===== config.mk =====
export PLATFORM = sky130hd
export DESIGN_NAME = ccdtg_gen
export DESIGN_NICKNAME = d
export VERILOG_FILES = /design/src/ccdtg_pkg.sv /design/src/ccdtg_gen.sv
export SDC_FILE = /design/constraint.sdc
export NUM_CORES = 1
export LEC_CHECK = 0
export ABC_CLOCK_PERIOD_IN_PS = 2700
export BUFFER_PORTS_ARGS = -buffer_cell sky130_fd_sc_hd__buf_2
export CORE_MARGIN = 10
export CORE_UTILIZATION = 37
export CTS_CLUSTER_SIZE = 28
export DETAILED_ROUTE_END_ITERATION = 10
export SLEW_MARGIN = 25
export SYNTH_ARGS = -nofsm -noshare
export SYNTH_HDL_FRONTEND = slang
export SYNTH_SLANG_ARGS = --single-unit

===== constraint.sdc =====
create_clock -name i_clk -period 2.7 [get_ports i_clk]
set_clock_uncertainty 0.2 [all_clocks]
set_input_delay 0.54 -clock i_clk [delete_from_list [all_inputs] [get_ports i_clk]]
set_output_delay 0.54 -clock i_clk [all_outputs]
set_load 0.01 [all_outputs]

===== src/ccdtg_pkg.sv =====
// Package of timing constants for the CCD timing generator
package ccdtg_pkg;
	localparam int unsigned CLK_MHZ = 100;
	localparam int unsigned SHUT_MIN_NS = 10000;
	localparam int unsigned SHUT_NOM_NS = 25000;
	localparam int unsigned XFER_MIN_NS = 4000;
	localparam int unsigned XFER_NOM_NS = 5000;
	localparam int unsigned VPH_MIN_NS = 2000;
	localparam int unsigned VPH_NOM_NS = 2500;
	localparam int unsigned AB_MIN_NS = 2000;
	localparam int unsigned AB_NOM_NS = 2500;
	localparam int unsigned POST_SHUT_NS = 1000;
	localparam int unsigned EXPO_MIN_NS = 100000;
	localparam int unsigned RST_PULSE_NS = 10;
	localparam int unsigned HMAX_MHZ = 30;
	localparam int unsigned SHUT_CYC = SHUT_NOM_NS * CLK_MHZ / 1000;
	localparam int unsigned XFER_CYC = XFER_NOM_NS * CLK_MHZ / 1000;
	localparam int unsigned VPH_CYC = VPH_NOM_NS * CLK_MHZ / 1000;
	localparam int unsigned AB_CYC = AB_NOM_NS * CLK_MHZ / 1000;
	localparam int unsigned POST_SHUT_CYC = (POST_SHUT_NS * CLK_MHZ + 999) / 1000;
	localparam int unsigned EXPO_MIN_CYC = (EXPO_MIN_NS * CLK_MHZ + 999) / 1000;
	localparam int unsigned RST_CYC = (RST_PULSE_NS * CLK_MHZ + 999) / 1000;
	// Half period of 2 cycles keeps the pixel clock at 25 MHz
	localparam int unsigned HHALF_CYC =
		(CLK_MHZ + 2 * HMAX_MHZ - 1) / (2 * HMAX_MHZ);
	localparam int unsigned CNT_W = 24;
	typedef enum logic [2:0] {
		CCDTG_IDLE = 3'b000,
		CCDTG_XFER = 3'b001,
		CCDTG_VSH1 = 3'b011,
		CCDTG_VSH2 = 3'b010,
		CCDTG_AB = 3'b110,
		CCDTG_HORZ = 3'b111,
		CCDTG_SHUT = 3'b101,
		CCDTG_WAIT = 3'b100
	} ccdtg_state_t;
endpackage : ccdtg_pkg


===== src/ccdtg_gen.sv =====
// CCD timing generator: transfer, vertical, horizontal and shutter pulses
`timescale 1ns/1ps
`default_nettype none
module ccdtg_gen #(
	parameter int unsigned LINES = 484,
	parameter int unsigned PIXELS = 648,
	parameter int unsigned SHUT_CYCLES = ccdtg_pkg::SHUT_CYC,
	parameter int unsigned EXPO_MIN_CYCLES = ccdtg_pkg::EXPO_MIN_CYC
) (
	// Clock and reset
	input wire logic i_clk,
	input wire logic i_rst,
	// Control
	input wire logic i_start,
	input wire logic i_dual_mode,
	input wire logic i_shutter_en,
	input wire logic [ccdtg_pkg::CNT_W-1:0] i_shutter_line,
	// Sensor drive
	output logic o_transfer_pulse,
	output logic o_vertical_shift_phase_one,
	output logic o_vertical_shift_phase_two,
	output logic o_register_a_to_b,
	output logic o_horizontal_a_first_phase,
	output logic o_horizontal_b_first_phase,
	output logic o_horizontal_second_phase,
	output logic o_reset_pulse,
	output logic o_clamp,
	output logic o_sample,
	output logic o_substrate_shutter,
	// Status
	output logic o_busy,
	output logic o_frame_done
);
	import ccdtg_pkg::*;

	typedef struct packed {
		ccdtg_state_t st;
		logic [CNT_W-1:0] cnt;
		logic [CNT_W-1:0] line;
		logic [CNT_W-1:0] pix;
		logic shut_pend;
		logic dual;
		logic xfer;
		logic v1;
		logic v2;
		logic ab;
		logic h1;
		logic rst_p;
		logic clamp;
		logic samp;
		logic sub;
		logic done;
		logic h1b;
		logic h2;
		logic busy;
		logic go;
		logic expo_run;
		logic [CNT_W-1:0] expo;
	} ccdtg_regs_t;

	ccdtg_regs_t s_q;
	ccdtg_regs_t s_d;

	function automatic logic last(input logic [CNT_W-1:0] c,
		input int unsigned n);
		last = (c == CNT_W'(n - 1));
	endfunction : last

	always_comb
	begin
		s_d = s_q;
		s_d.cnt = s_q.cnt + 1'b1;
		s_d.done = 1'b0;
		s_d.rst_p = 1'b0;
		s_d.clamp = 1'b0;
		s_d.samp = 1'b0;
		// Saturates so that a long idle gap never wraps
		if (s_q.expo_run && !last(s_q.expo, EXPO_MIN_CYCLES))
			s_d.expo = s_q.expo + 1'b1;
		case (s_q.st)
			CCDTG_IDLE:
			begin
				s_d.cnt = '0;
				if (i_start)
					s_d.go = 1'b1;
				// Early start waits here rather than cut the exposure short
				if ((i_start || s_q.go) && (!s_q.expo_run ||
					last(s_q.expo, EXPO_MIN_CYCLES)))
				begin
					s_d.st = CCDTG_XFER;
					s_d.go = 1'b0;
					s_d.expo_run = 1'b0;
					s_d.dual = i_dual_mode;
					s_d.xfer = 1'b1;
					s_d.line = '0;
				end
			end
			CCDTG_XFER:
			if (last(s_q.cnt, XFER_CYC))
			begin
				s_d.xfer = 1'b0;
				s_d.st = CCDTG_VSH1;
				s_d.cnt = '0;
				s_d.v1 = 1'b1;
				s_d.shut_pend = i_shutter_en;
			end
			CCDTG_VSH1:
			if (last(s_q.cnt, VPH_CYC))
			begin
				s_d.v1 = 1'b0;
				s_d.v2 = 1'b1;
				s_d.st = CCDTG_VSH2;
				s_d.cnt = '0;
			end
			CCDTG_VSH2:
			if (last(s_q.cnt, VPH_CYC))
			begin
				s_d.v2 = 1'b0;
				s_d.cnt = '0;
				s_d.pix = '0;
				if (s_q.dual)
				begin
					s_d.ab = 1'b1;
					s_d.st = CCDTG_AB;
				end
				else if (s_q.shut_pend && s_q.line == i_shutter_line)
				begin
					s_d.sub = 1'b1;
					s_d.st = CCDTG_SHUT;
				end
				else
					s_d.st = CCDTG_HORZ;
			end
			CCDTG_AB:
			if (last(s_q.cnt, AB_CYC))
			begin
				s_d.ab = 1'b0;
				s_d.cnt = '0;
				if (s_q.shut_pend && s_q.line == i_shutter_line)
				begin
					s_d.sub = 1'b1;
					s_d.st = CCDTG_SHUT;
				end
				else
					s_d.st = CCDTG_HORZ;
			end
			CCDTG_SHUT:
			if (last(s_q.cnt, SHUT_CYCLES))
			begin
				s_d.sub = 1'b0;
				s_d.shut_pend = 1'b0;
				s_d.expo_run = 1'b1;
				s_d.expo = '0;
				s_d.st = CCDTG_WAIT;
				s_d.cnt = '0;
			end
			CCDTG_WAIT:
			if (last(s_q.cnt, POST_SHUT_CYC))
			begin
				s_d.st = CCDTG_HORZ;
				s_d.cnt = '0;
			end
			CCDTG_HORZ:
			begin
				// Pixel period is two half cycles of HHALF_CYC each
				if (last(s_q.cnt, HHALF_CYC))
				begin
					s_d.cnt = '0;
					s_d.h1 = ~s_q.h1;
					if (s_q.h1)
					begin
						s_d.pix = s_q.pix + 1'b1;
						if (last(s_q.pix, PIXELS))
						begin
							s_d.pix = '0;
							s_d.line = s_q.line + 1'b1;
							s_d.st = CCDTG_VSH1;
							s_d.v1 = 1'b1;
							if (last(s_q.line, LINES))
							begin
								s_d.st = CCDTG_IDLE;
								s_d.v1 = 1'b0;
								s_d.done = 1'b1;
							end
						end
					end
				end
				// Reset, clamp, then sample closing the pixel; last one kept
				s_d.rst_p = ~s_q.h1 && s_q.cnt == '0;
				s_d.clamp = s_q.h1 && s_q.cnt == '0;
				s_d.samp = s_q.h1 && last(s_q.cnt, HHALF_CYC);
			end
			default:
				s_d.st = CCDTG_IDLE;
		endcase
		// Derived pins registered so every output leaves a flop
		s_d.h1b = s_d.h1 && s_d.dual;
		s_d.h2 = !s_d.h1 && (s_d.st == CCDTG_HORZ);
		s_d.busy = (s_d.st != CCDTG_IDLE) || s_d.go;
	end

	always_ff @(posedge i_clk)
	begin
		if (i_rst)
			s_q <= '0;
		else
			s_q <= s_d;
	end

	assign o_transfer_pulse = s_q.xfer;
	assign o_vertical_shift_phase_one = s_q.v1;
	assign o_vertical_shift_phase_two = s_q.v2;
	assign o_register_a_to_b = s_q.ab;
	assign o_horizontal_a_first_phase = s_q.h1;
	assign o_horizontal_b_first_phase = s_q.h1b;
	assign o_horizontal_second_phase = s_q.h2;
	assign o_reset_pulse = s_q.rst_p;
	assign o_clamp = s_q.clamp;
	assign o_sample = s_q.samp;
	assign o_substrate_shutter = s_q.sub;
	assign o_busy = s_q.busy;
	assign o_frame_done = s_q.done;

	chk_shut_width: assert property (@(posedge i_clk) disable iff (i_rst)
		$fell(s_q.sub) |-> $past(s_q.cnt) >=
		CNT_W'(SHUT_MIN_NS * CLK_MHZ / 1000 - 1))
		else $error("shutter pulse too short");
	chk_xfer_width: assert property (@(posedge i_clk) disable iff (i_rst)
		$rose(s_q.xfer) |-> s_q.xfer [*8] ##0 (s_q.cnt < CNT_W'(XFER_CYC)))
		else $error("transfer pulse broken");
	chk_xfer_len: assert property (@(posedge i_clk) disable iff (i_rst)
		$fell(s_q.xfer) |-> $past(s_q.cnt) == CNT_W'(XFER_CYC - 1))
		else $error("transfer pulse wrong length");
	chk_vph_len: assert property (@(posedge i_clk) disable iff (i_rst)
		($fell(s_q.v1) || $fell(s_q.v2)) |-> $past(s_q.cnt) == CNT_W'(VPH_CYC - 1))
		else $error("vertical phase wrong length");
	chk_ab_len: assert property (@(posedge i_clk) disable iff (i_rst)
		$fell(s_q.ab) |-> $past(s_q.cnt) == CNT_W'(AB_CYC - 1) && s_q.dual)
		else $error("a to b pulse wrong");
	chk_post_shut: assert property (@(posedge i_clk) disable iff (i_rst)
		$fell(s_q.sub) |-> !s_q.h1 [*8])
		else $error("horizontal clock too soon after shutter");
	chk_b_quiet: assert property (@(posedge i_clk) disable iff (i_rst)
		!s_q.dual |-> !o_horizontal_b_first_phase)
		else $error("b phase toggled in single mode");
	chk_sub_place: assert property (@(posedge i_clk) disable iff (i_rst)
		s_q.sub |-> s_q.st == CCDTG_SHUT && !s_q.h1 && !s_q.v1)
		else $error("substrate pulsed outside shutter");
	chk_h_rate: assert property (@(posedge i_clk) disable iff (i_rst)
		$changed(s_q.h1) |=> $stable(s_q.h1))
		else $error("horizontal clock too fast");
	chk_rst_first: assert property (@(posedge i_clk) disable iff (i_rst)
		s_q.rst_p |=> !s_q.rst_p ##1 s_q.clamp)
		else $error("reset pulse order wrong");
	chk_samp_after: assert property (@(posedge i_clk) disable iff (i_rst)
		s_q.clamp |=> s_q.samp)
		else $error("sample missing after clamp");
	chk_expo_min: assert property (@(posedge i_clk) disable iff (i_rst)
		$rose(s_q.xfer) |-> !$past(s_q.expo_run) ||
		$past(s_q.expo) == CNT_W'(EXPO_MIN_CYCLES - 1))
		else $error("exposure shorter than minimum");
	cov_hold: cover property (@(posedge i_clk) s_q.go ##1 s_q.go);
	cov_dual: cover property (@(posedge i_clk) $fell(s_q.ab));
	cov_shut: cover property (@(posedge i_clk) $fell(s_q.sub));
	cov_frame: cover property (@(posedge i_clk) s_q.done);
endmodule : ccdtg_gen
`default_nettype wire


==> results_dict.tcl, run 1 <==
set metrics [dict create \
    cts_root_buf "clkbuf_16" \
    min_period_ps 2996 \
    layout-drive-gt1-share_pct 30.56 \
    synth_cells 772 \
    grt_first_pass_wirelength_um 30460 \
    required_ps 2810 \
    clk_latency_ps 420 \
    ys_types 60 \
    core-area_um2 16700 \
    clock_sinks 116 \
    leakage_uw 0.003150 \
    whs_path_depth 3 \
    slew-limit-headroom_pct 54.90 \
    synthToLayoutAreaGrowth_pct 39.39 \
    clkTransAtPathRegs_ps 60 \
    p_seq_share_pct 39.8 \
    cp_max_fo 5 \
    dpl.hpwl_um 12670 \
    ant_nets 0 \
    syn_avg_cell_area_um2 8.245 \
    yosys-top-cells-area "dfxtp_1 (36%), xnor2_1 (9.1%), nor2_1 (4.6%)" \
    dpl_cell_area_um2 7564 \
    first_pass_iters 5 \
    fillers 1554 \
    netSwitchingPower_uw 969.7 \
    grt_overflow 0 \
    p_comb_share_pct 5.2 \
    tritoncts "yes" \
    synthesis.area_um2 6365 \
    end_kind "register" \
    drt_iter0_drc 392 \
    ys_ff_latch 116 \
    rsz0062_at_grt "true" \
    arrival_ps 3110 \
    synth-warning-count 0 \
    crit_path_start_kind "register" \
    utilization_pct 53.12 \
    hold_ws_ps 230.3 \
    vias_per_cell 5.542 \
    finalSetupViolations 53 \
    p_int_uw 3375 \
    fin_area_um2 8872 \
    num_rows 47 \
    antenna_found_initial 0 \
    period_share_pct 111.0 \
    final_nets 949 \
    dp_slack_ps -299.3 \
    place.gp.congestion 0.8517 \
    p_sw_share_pct 22.32 \
    grt_max_degree 42 \
    path_class "register to register" \
    status "complete, but fails checks" \
    drv_cap 0 \
    finalHoldViolCount 0 \
    die_x_um 151.2 \
    synth_top_area_share_pct 36.49 \
    p_per_area_nw_per_um2 489.7 \
    synthArstFlopShare_pct 0 \
    die_area_um2 22850 \
    vias 6351 \
    cts_made_buffers 17 \
    initial_core_util_pct 38.11 \
    grt_usage_pct 16.64 \
    violations "setup timing" \
    grt_pass1_vias 5910 \
    htreeDepth 4 \
    drc 0 \
    wirelength_um 19310 \
    synth_edf_count 0 \
    ir_drop_v 0.0005782 \
    synth_area_leader_cell "dfxtp_1" \
    layout_setup_ws_ps -295.7 \
    synth-seq-area-share_pct 36.49 \
    io_buffers 41 \
    diodes 0 \
    total_power_uw 4345 \
    tightest_slew_ps 674.6 \
    ctsLongestPathBuffers 2 \
    reg2regPathDepth 6 \
    num_io_pins 42 \
    syn-num-nets 808 \
    hp-class "primary input to register" \
    wl_per_cell_um 16.85 \
    p_clk_share_pct 55.1 \
    yosys_most_used_dff "dfxtp_1" \
    slew_viol_final 0 \
    die_y_um 151.2 \
    max_freq_mhz 333.8 \
]
flip-flops by register name, indices dropped and copies added (netlist names):
signal	flops
s_q	103
o_transfer_pulse	1
o_substrate_shutter	1
o_clamp	1
o_frame_done	1
o_vertical_shift_phase_one	1
o_horizontal_b_first_phase	1
o_horizontal_second_phase	1
o_reset_pulse	1
o_horizontal_a_first_phase	1
o_sample	1
o_busy	1
o_register_a_to_b	1
o_vertical_shift_phase_two	1
layout by cell type (no fill, tap or decap), types with 9 or more instances in the layout:
cell type | netlist | final
nor3_2 | 0 | 10
or3_1 | 13 | 13
xnor2_1 | 66 | 65
nand4_1 | 30 | 30
buf_2 | 6 | 41
a2111o_1 | 14 | 14
clkbuf_16 | 0 | 20
xor2_1 | 16 | 16
or4_4 | 3 | 12
buf_4 | 0 | 100
nor3_1 | 38 | 27
nand2_1 | 71 | 70
buf_6 | 1 | 12
dfxtp_1 | 116 | 110
nand3_1 | 50 | 47
o21ai_0 | 11 | 9
o2111ai_1 | 15 | 14
and3_1 | 18 | 17
nor2_1 | 78 | 78
a21oi_1 | 28 | 18
inv_1 | 21 | 20
nor4_1 | 19 | 16
metal layers:
metal | vias to the layer above | part of all wire, % | global-route usage [%]
met5 | - | 0 | 0
met4 | 0 | 1.4 | 5.197
met3 | 20 | 5.7 | 4.236
li1 | 3122 | - | -
met2 | 157 | 48 | 26.16
met1 | 3052 | 45 | 21.89
cells by family (layout without fill, tap and decap cells):
| logic type | Yosys count | after routing | share of synthesized area (%) |
|---|---|---|---|
| xor+xnor | 82 | 82 | 11.28 |
| compound gates | 126 | 126 | 15.59 |
| mux | 8 | 8 | 1.258 |
| buf+inv | 65 | 216 | 4.069 |
| flops | 116 | 116 | 36.49 |
| simple gates | 368 | 371 | 29.94 |
| fa+ha+maj | 7 | 7 | 1.376 |
final cells by class:
class	count	area, um^2	area share [%]
Clock buffer	19	442.9	4.992
Clock inverter	13	182.7	2.059
Inverter	21	78.83	0.8885
Multi-Input combinational cell	594	4254	47.95
Sequential cell	116	2332	26.29
Tap cell	220	275.3	3.103
Timing Repair Buffer	163	1306	14.72
power by group through the flow:
stage | sequential, uW | clock (uW) | combinational, uW
floorplan | 1770 | 0 | 107
global placement | 1770 | 0 | 198
detailed placement | 1770 | 0 | 198
CTS | 1730 | 2430 | 210
global route | 1730 | 2500 | 242
finish | 1730 | 2390 | 224
path summary, 6_finish.rpt:
kind | slack (ps) | startpoint | to
setup reg to reg | -300 | s_q[102] | s_q[57]
hold reg to reg | 250 | o_transfer_pulse | o_transfer_pulse
hold / removal | 230 | i_dual_mode | s_q[39]
setup / recovery | -300 | s_q[102] | s_q[57]
synth_stat cells, types with 6 or more instances:
library cell	count
nor3_1	38
and3_1	18
nand2_1	71
a21oi_1	28
a2111o_1	14
nand3_1	50
nand4_1	30
nor4_1	19
or3_1	13
ha_1	7
buf_2	6
inv_1	21
nor2_1	78
xnor2_1	66
or4_1	11
o2111ai_1	15
a211oi_1	14
xor2_1	16
o21ai_0	11
mux2i_1	8
clkbuf_1	37
dfxtp_1	116
worst max-delay path: stages, from the launching register on:
cell and delay, ps:
dfxtp_2 320, or4_4 540, or4_4 590, or4_4 650
a2111oi_4 350, xnor2_1 180, nor2_2 60
metrics by stage:
step / cells / TNS (ps)
3_5_place_dp: 1090 / -6669
6_report: 1146 / -5026
3_3_place_gp: 1090 / -5636
2_1_floorplan: 772 / -2553
5_1_grt: 1146 / -9870
4_1_cts: 1131 / -4347
timing repair:
action                                  CTS  global route
resized for setup                        39            61
pin swaps                                27            65
hold buffers                              0             0
cloned                                    3             6
setup buffers                             6            11
hold endpoints to repair                  0             0
endpoints found under the setup margin   57            61
Note: power is estimated with default switching activity, not from simulation.
==> run 2: changes to the inputs <==
--- a/config.mk
+++ b/config.mk
@@ -6,11 +6,11 @@
 export NUM_CORES = 1
 export LEC_CHECK = 0
 export ABC_CLOCK_PERIOD_IN_PS = 2700
-export BUFFER_PORTS_ARGS = -buffer_cell sky130_fd_sc_hd__buf_2
 export CORE_MARGIN = 10
 export CORE_UTILIZATION = 37
 export CTS_CLUSTER_SIZE = 28
 export DETAILED_ROUTE_END_ITERATION = 10
+export DONT_BUFFER_PORTS = 1
 export SLEW_MARGIN = 25
 export SYNTH_ARGS = -nofsm -noshare
 export SYNTH_HDL_FRONTEND = slang
==> run 2 against run 1 <==
  * The flow still finishes with violations (setup timing)
  * Die area stayed put
  * Register-to-register slack better by 40 ps
  * Core utilization is 2.1 points lower
  * Critical path depth stayed put
  * Fmax is 1.5% higher
  * First-iteration DRC count is 5.6% higher
  * Clock power is 3% lower
  * Worst hold slack worse by 200 ps
  * Sequential share of layout area is 1.0 points higher
  * Worst setup slack better by 45 ps
  * Largest power group unchanged
  * Highest routed layer unchanged
==> results_dict.tcl, run 2 (synthesized netlist as in run 1, its figures left out) <==
set metrics [dict create \
    status "complete, but fails checks" \
    violations "setup timing" \
    place.gp.congestion 0.8678 \
    drt_iter0_drc 414 \
    num_rows 47 \
    crit_slowest_cell "or4_4" \
    min_from "i_rst" \
    crit_chain "or4_4 -> or4_4 -> or4_4 -> a2111oi_4 -> xnor2_1 -> nor2_2" \
    whs_path_depth 1 \
    leakage_uw 0.002972 \
    cpPeakStageDelay_ps 610 \
    total_power_uw 4242 \
    tightest_slew_ps 687.4 \
    core-area_um2 16700 \
    clk_latency_ps 420 \
    vias_per_cell 5.655 \
    io_buffers 0 \
    initial_core_util_pct 38.11 \
    die_x_um 151.2 \
    min_period_ps 2951 \
    tritoncts "yes" \
    cp_top_family "simple AND/OR/NAND/NOR gates" \
    crit_cells 6 \
    drc 0 \
    cts_made_buffers 17 \
    finalSetupViolations 64 \
    cp_common_cell "or4_4" \
    wl_per_cell_um 17.43 \
    layout_setup_ws_ps -251.0 \
    final_nets 909 \
    diodes 0 \
    hold_ws_ps 32.07 \
    arrival_ps 3060 \
    ant_nets 0 \
    path_class "register to register" \
    slew_viol_final 0 \
    die_y_um 151.2 \
    ctsLongestPathBuffers 2 \
    finalHoldViolCount 0 \
    htreeDepth 4 \
    drv_cap 0 \
    cts_root_buf "clkbuf_16" \
    layout-drive-gt1-share_pct 24.72 \
    hp-class "primary input to register" \
    crit_path_start_kind "register" \
    max_freq_mhz 338.9 \
    final_cell_mix "dfxtp_1 (113), buf_4 (105), nor2_1 (77), nand2_1 (70), xnor2_1 (66)" \
    largest_register "s_q" \
    ir_drop_v 0.0004692 \
    die_area_um2 22850 \
    final_common_cell "dfxtp_1" \
    end_kind "register" \
    grt_overflow 0 \
    rr_startpoint "s_q[92]" \
    hold_end "o_horizontal_b_first_phase" \
    vias 6254 \
    grt_usage_pct 16.83 \
    wirelength_um 19280 \
    grt_pass1_vias 5898 \
    fillers 1576 \
    synthToLayoutAreaGrowth_pct 33.83 \
    timing.critical_path.buf_inv 0 \
    first_pass_iters 5 \
    p_per_area_nw_per_um2 498.0 \
    fin_area_um2 8518 \
    cp_max_fo 5 \
    dpl_cell_area_um2 7356 \
    clkTransAtPathRegs_ps 60 \
    grt_first_pass_wirelength_um 30650 \
    reg2regPathDepth 6 \
    grt_max_degree 42 \
    clock_sinks 116 \
    required_ps 2810 \
    num_io_pins 42 \
    r2r-end "s_q[58]" \
    dpl.hpwl_um 12700 \
    largest_register_ffs 103 \
    antenna_found_initial 0 \
    slew-limit-headroom_pct 54.02 \
    r2r_slack_ps -250 \
    period_share_pct 109.3 \
    rsz0062_at_grt "true" \
]
[run 2: changes by cell type in the layout (fill, tap and decap cells not counted), sizes merged]
cell | previous run | this run
buf | 160 | 119
clkbuf | 22 | 24
clkinv | 2 | 4
dlygate4sd3 | 0 | 2
bufbuf | 0 | 2
clkinvlp | 7 | 2
bufinv | 4 | 2
[run 2: timing repair]
item,CTS,global route
pin swaps,27,21
gates resized for setup,41,29
setup buffers,8,4
hold buffers,1,1
endpoints found under the hold margin,14,1
setup endpoints to repair,59,68
gates cloned,8,0
[run 2: worst max path at each step]
stage | start | to
2_1_floorplan | s_q[95] | s_q[58]
3_3_place_gp | s_q[90] | s_q[44]
3_5_place_dp | s_q[90] | s_q[47]
4_1_cts | s_q[92] | s_q[58]
5_1_grt | s_q[92] | s_q[58]
6_report | s_q[92] | s_q[58]
[run 2: worst register-to-register path: cells and delay by family, from the launching register on]
| family | cells | cell delay (ps) |
|---|---|---|
| flip-flops | 1 | 320 |
| AO/OA/AOI/OAI | 1 | 340 |
| XOR/XNOR | 1 | 190 |
| AND/OR/NAND/NOR | 4 | 1790 |
[run 2: cell type report]
cell class	instances	area, um^2	share of cell area, %
clock buffer	24	521.8	6.125
clock inverter	8	95.09	1.116
inverter	21	78.83	0.9254
multi-input combinational	594	4133	48.52
sequential	116	2328	27.34
tap	220	275.3	3.231
timing repair buffer	123	1086	12.75
[run 2: stage by stage]
| step | setup slack [ps] | cells | utilization, % | TNS, ps |
|---|---|---|---|---|
| floorplan | -167.1 | 772 | - | -2553 |
| global placement | -238.8 | 1052 | 44.04 | -6060 |
| detailed placement | -279.7 | 1052 | 44.04 | -7272 |
| CTS | -227.0 | 1101 | 49.87 | -7612 |
| global route | -307.2 | 1106 | 51.00 | -13230 |
| finish | -251.0 | 1106 | 51.00 | -9471 |
[run 2: where the power goes]
part	total (uW)	leakage (uW)	internal [uW]	switching, uW
clock network	2330	0.000304	1520	804
registers	1730	0.000937	1720	11.0
logic	184	0.00173	73.4	111
[run 2: metal layers]
layer	share of wire, %	track usage (%)	routed length, um
met2	47	26.19	9106
met1	45	22.18	8750
met5	0	0	0
met3	6.0	4.147	1149
met4	1.4	5.871	277
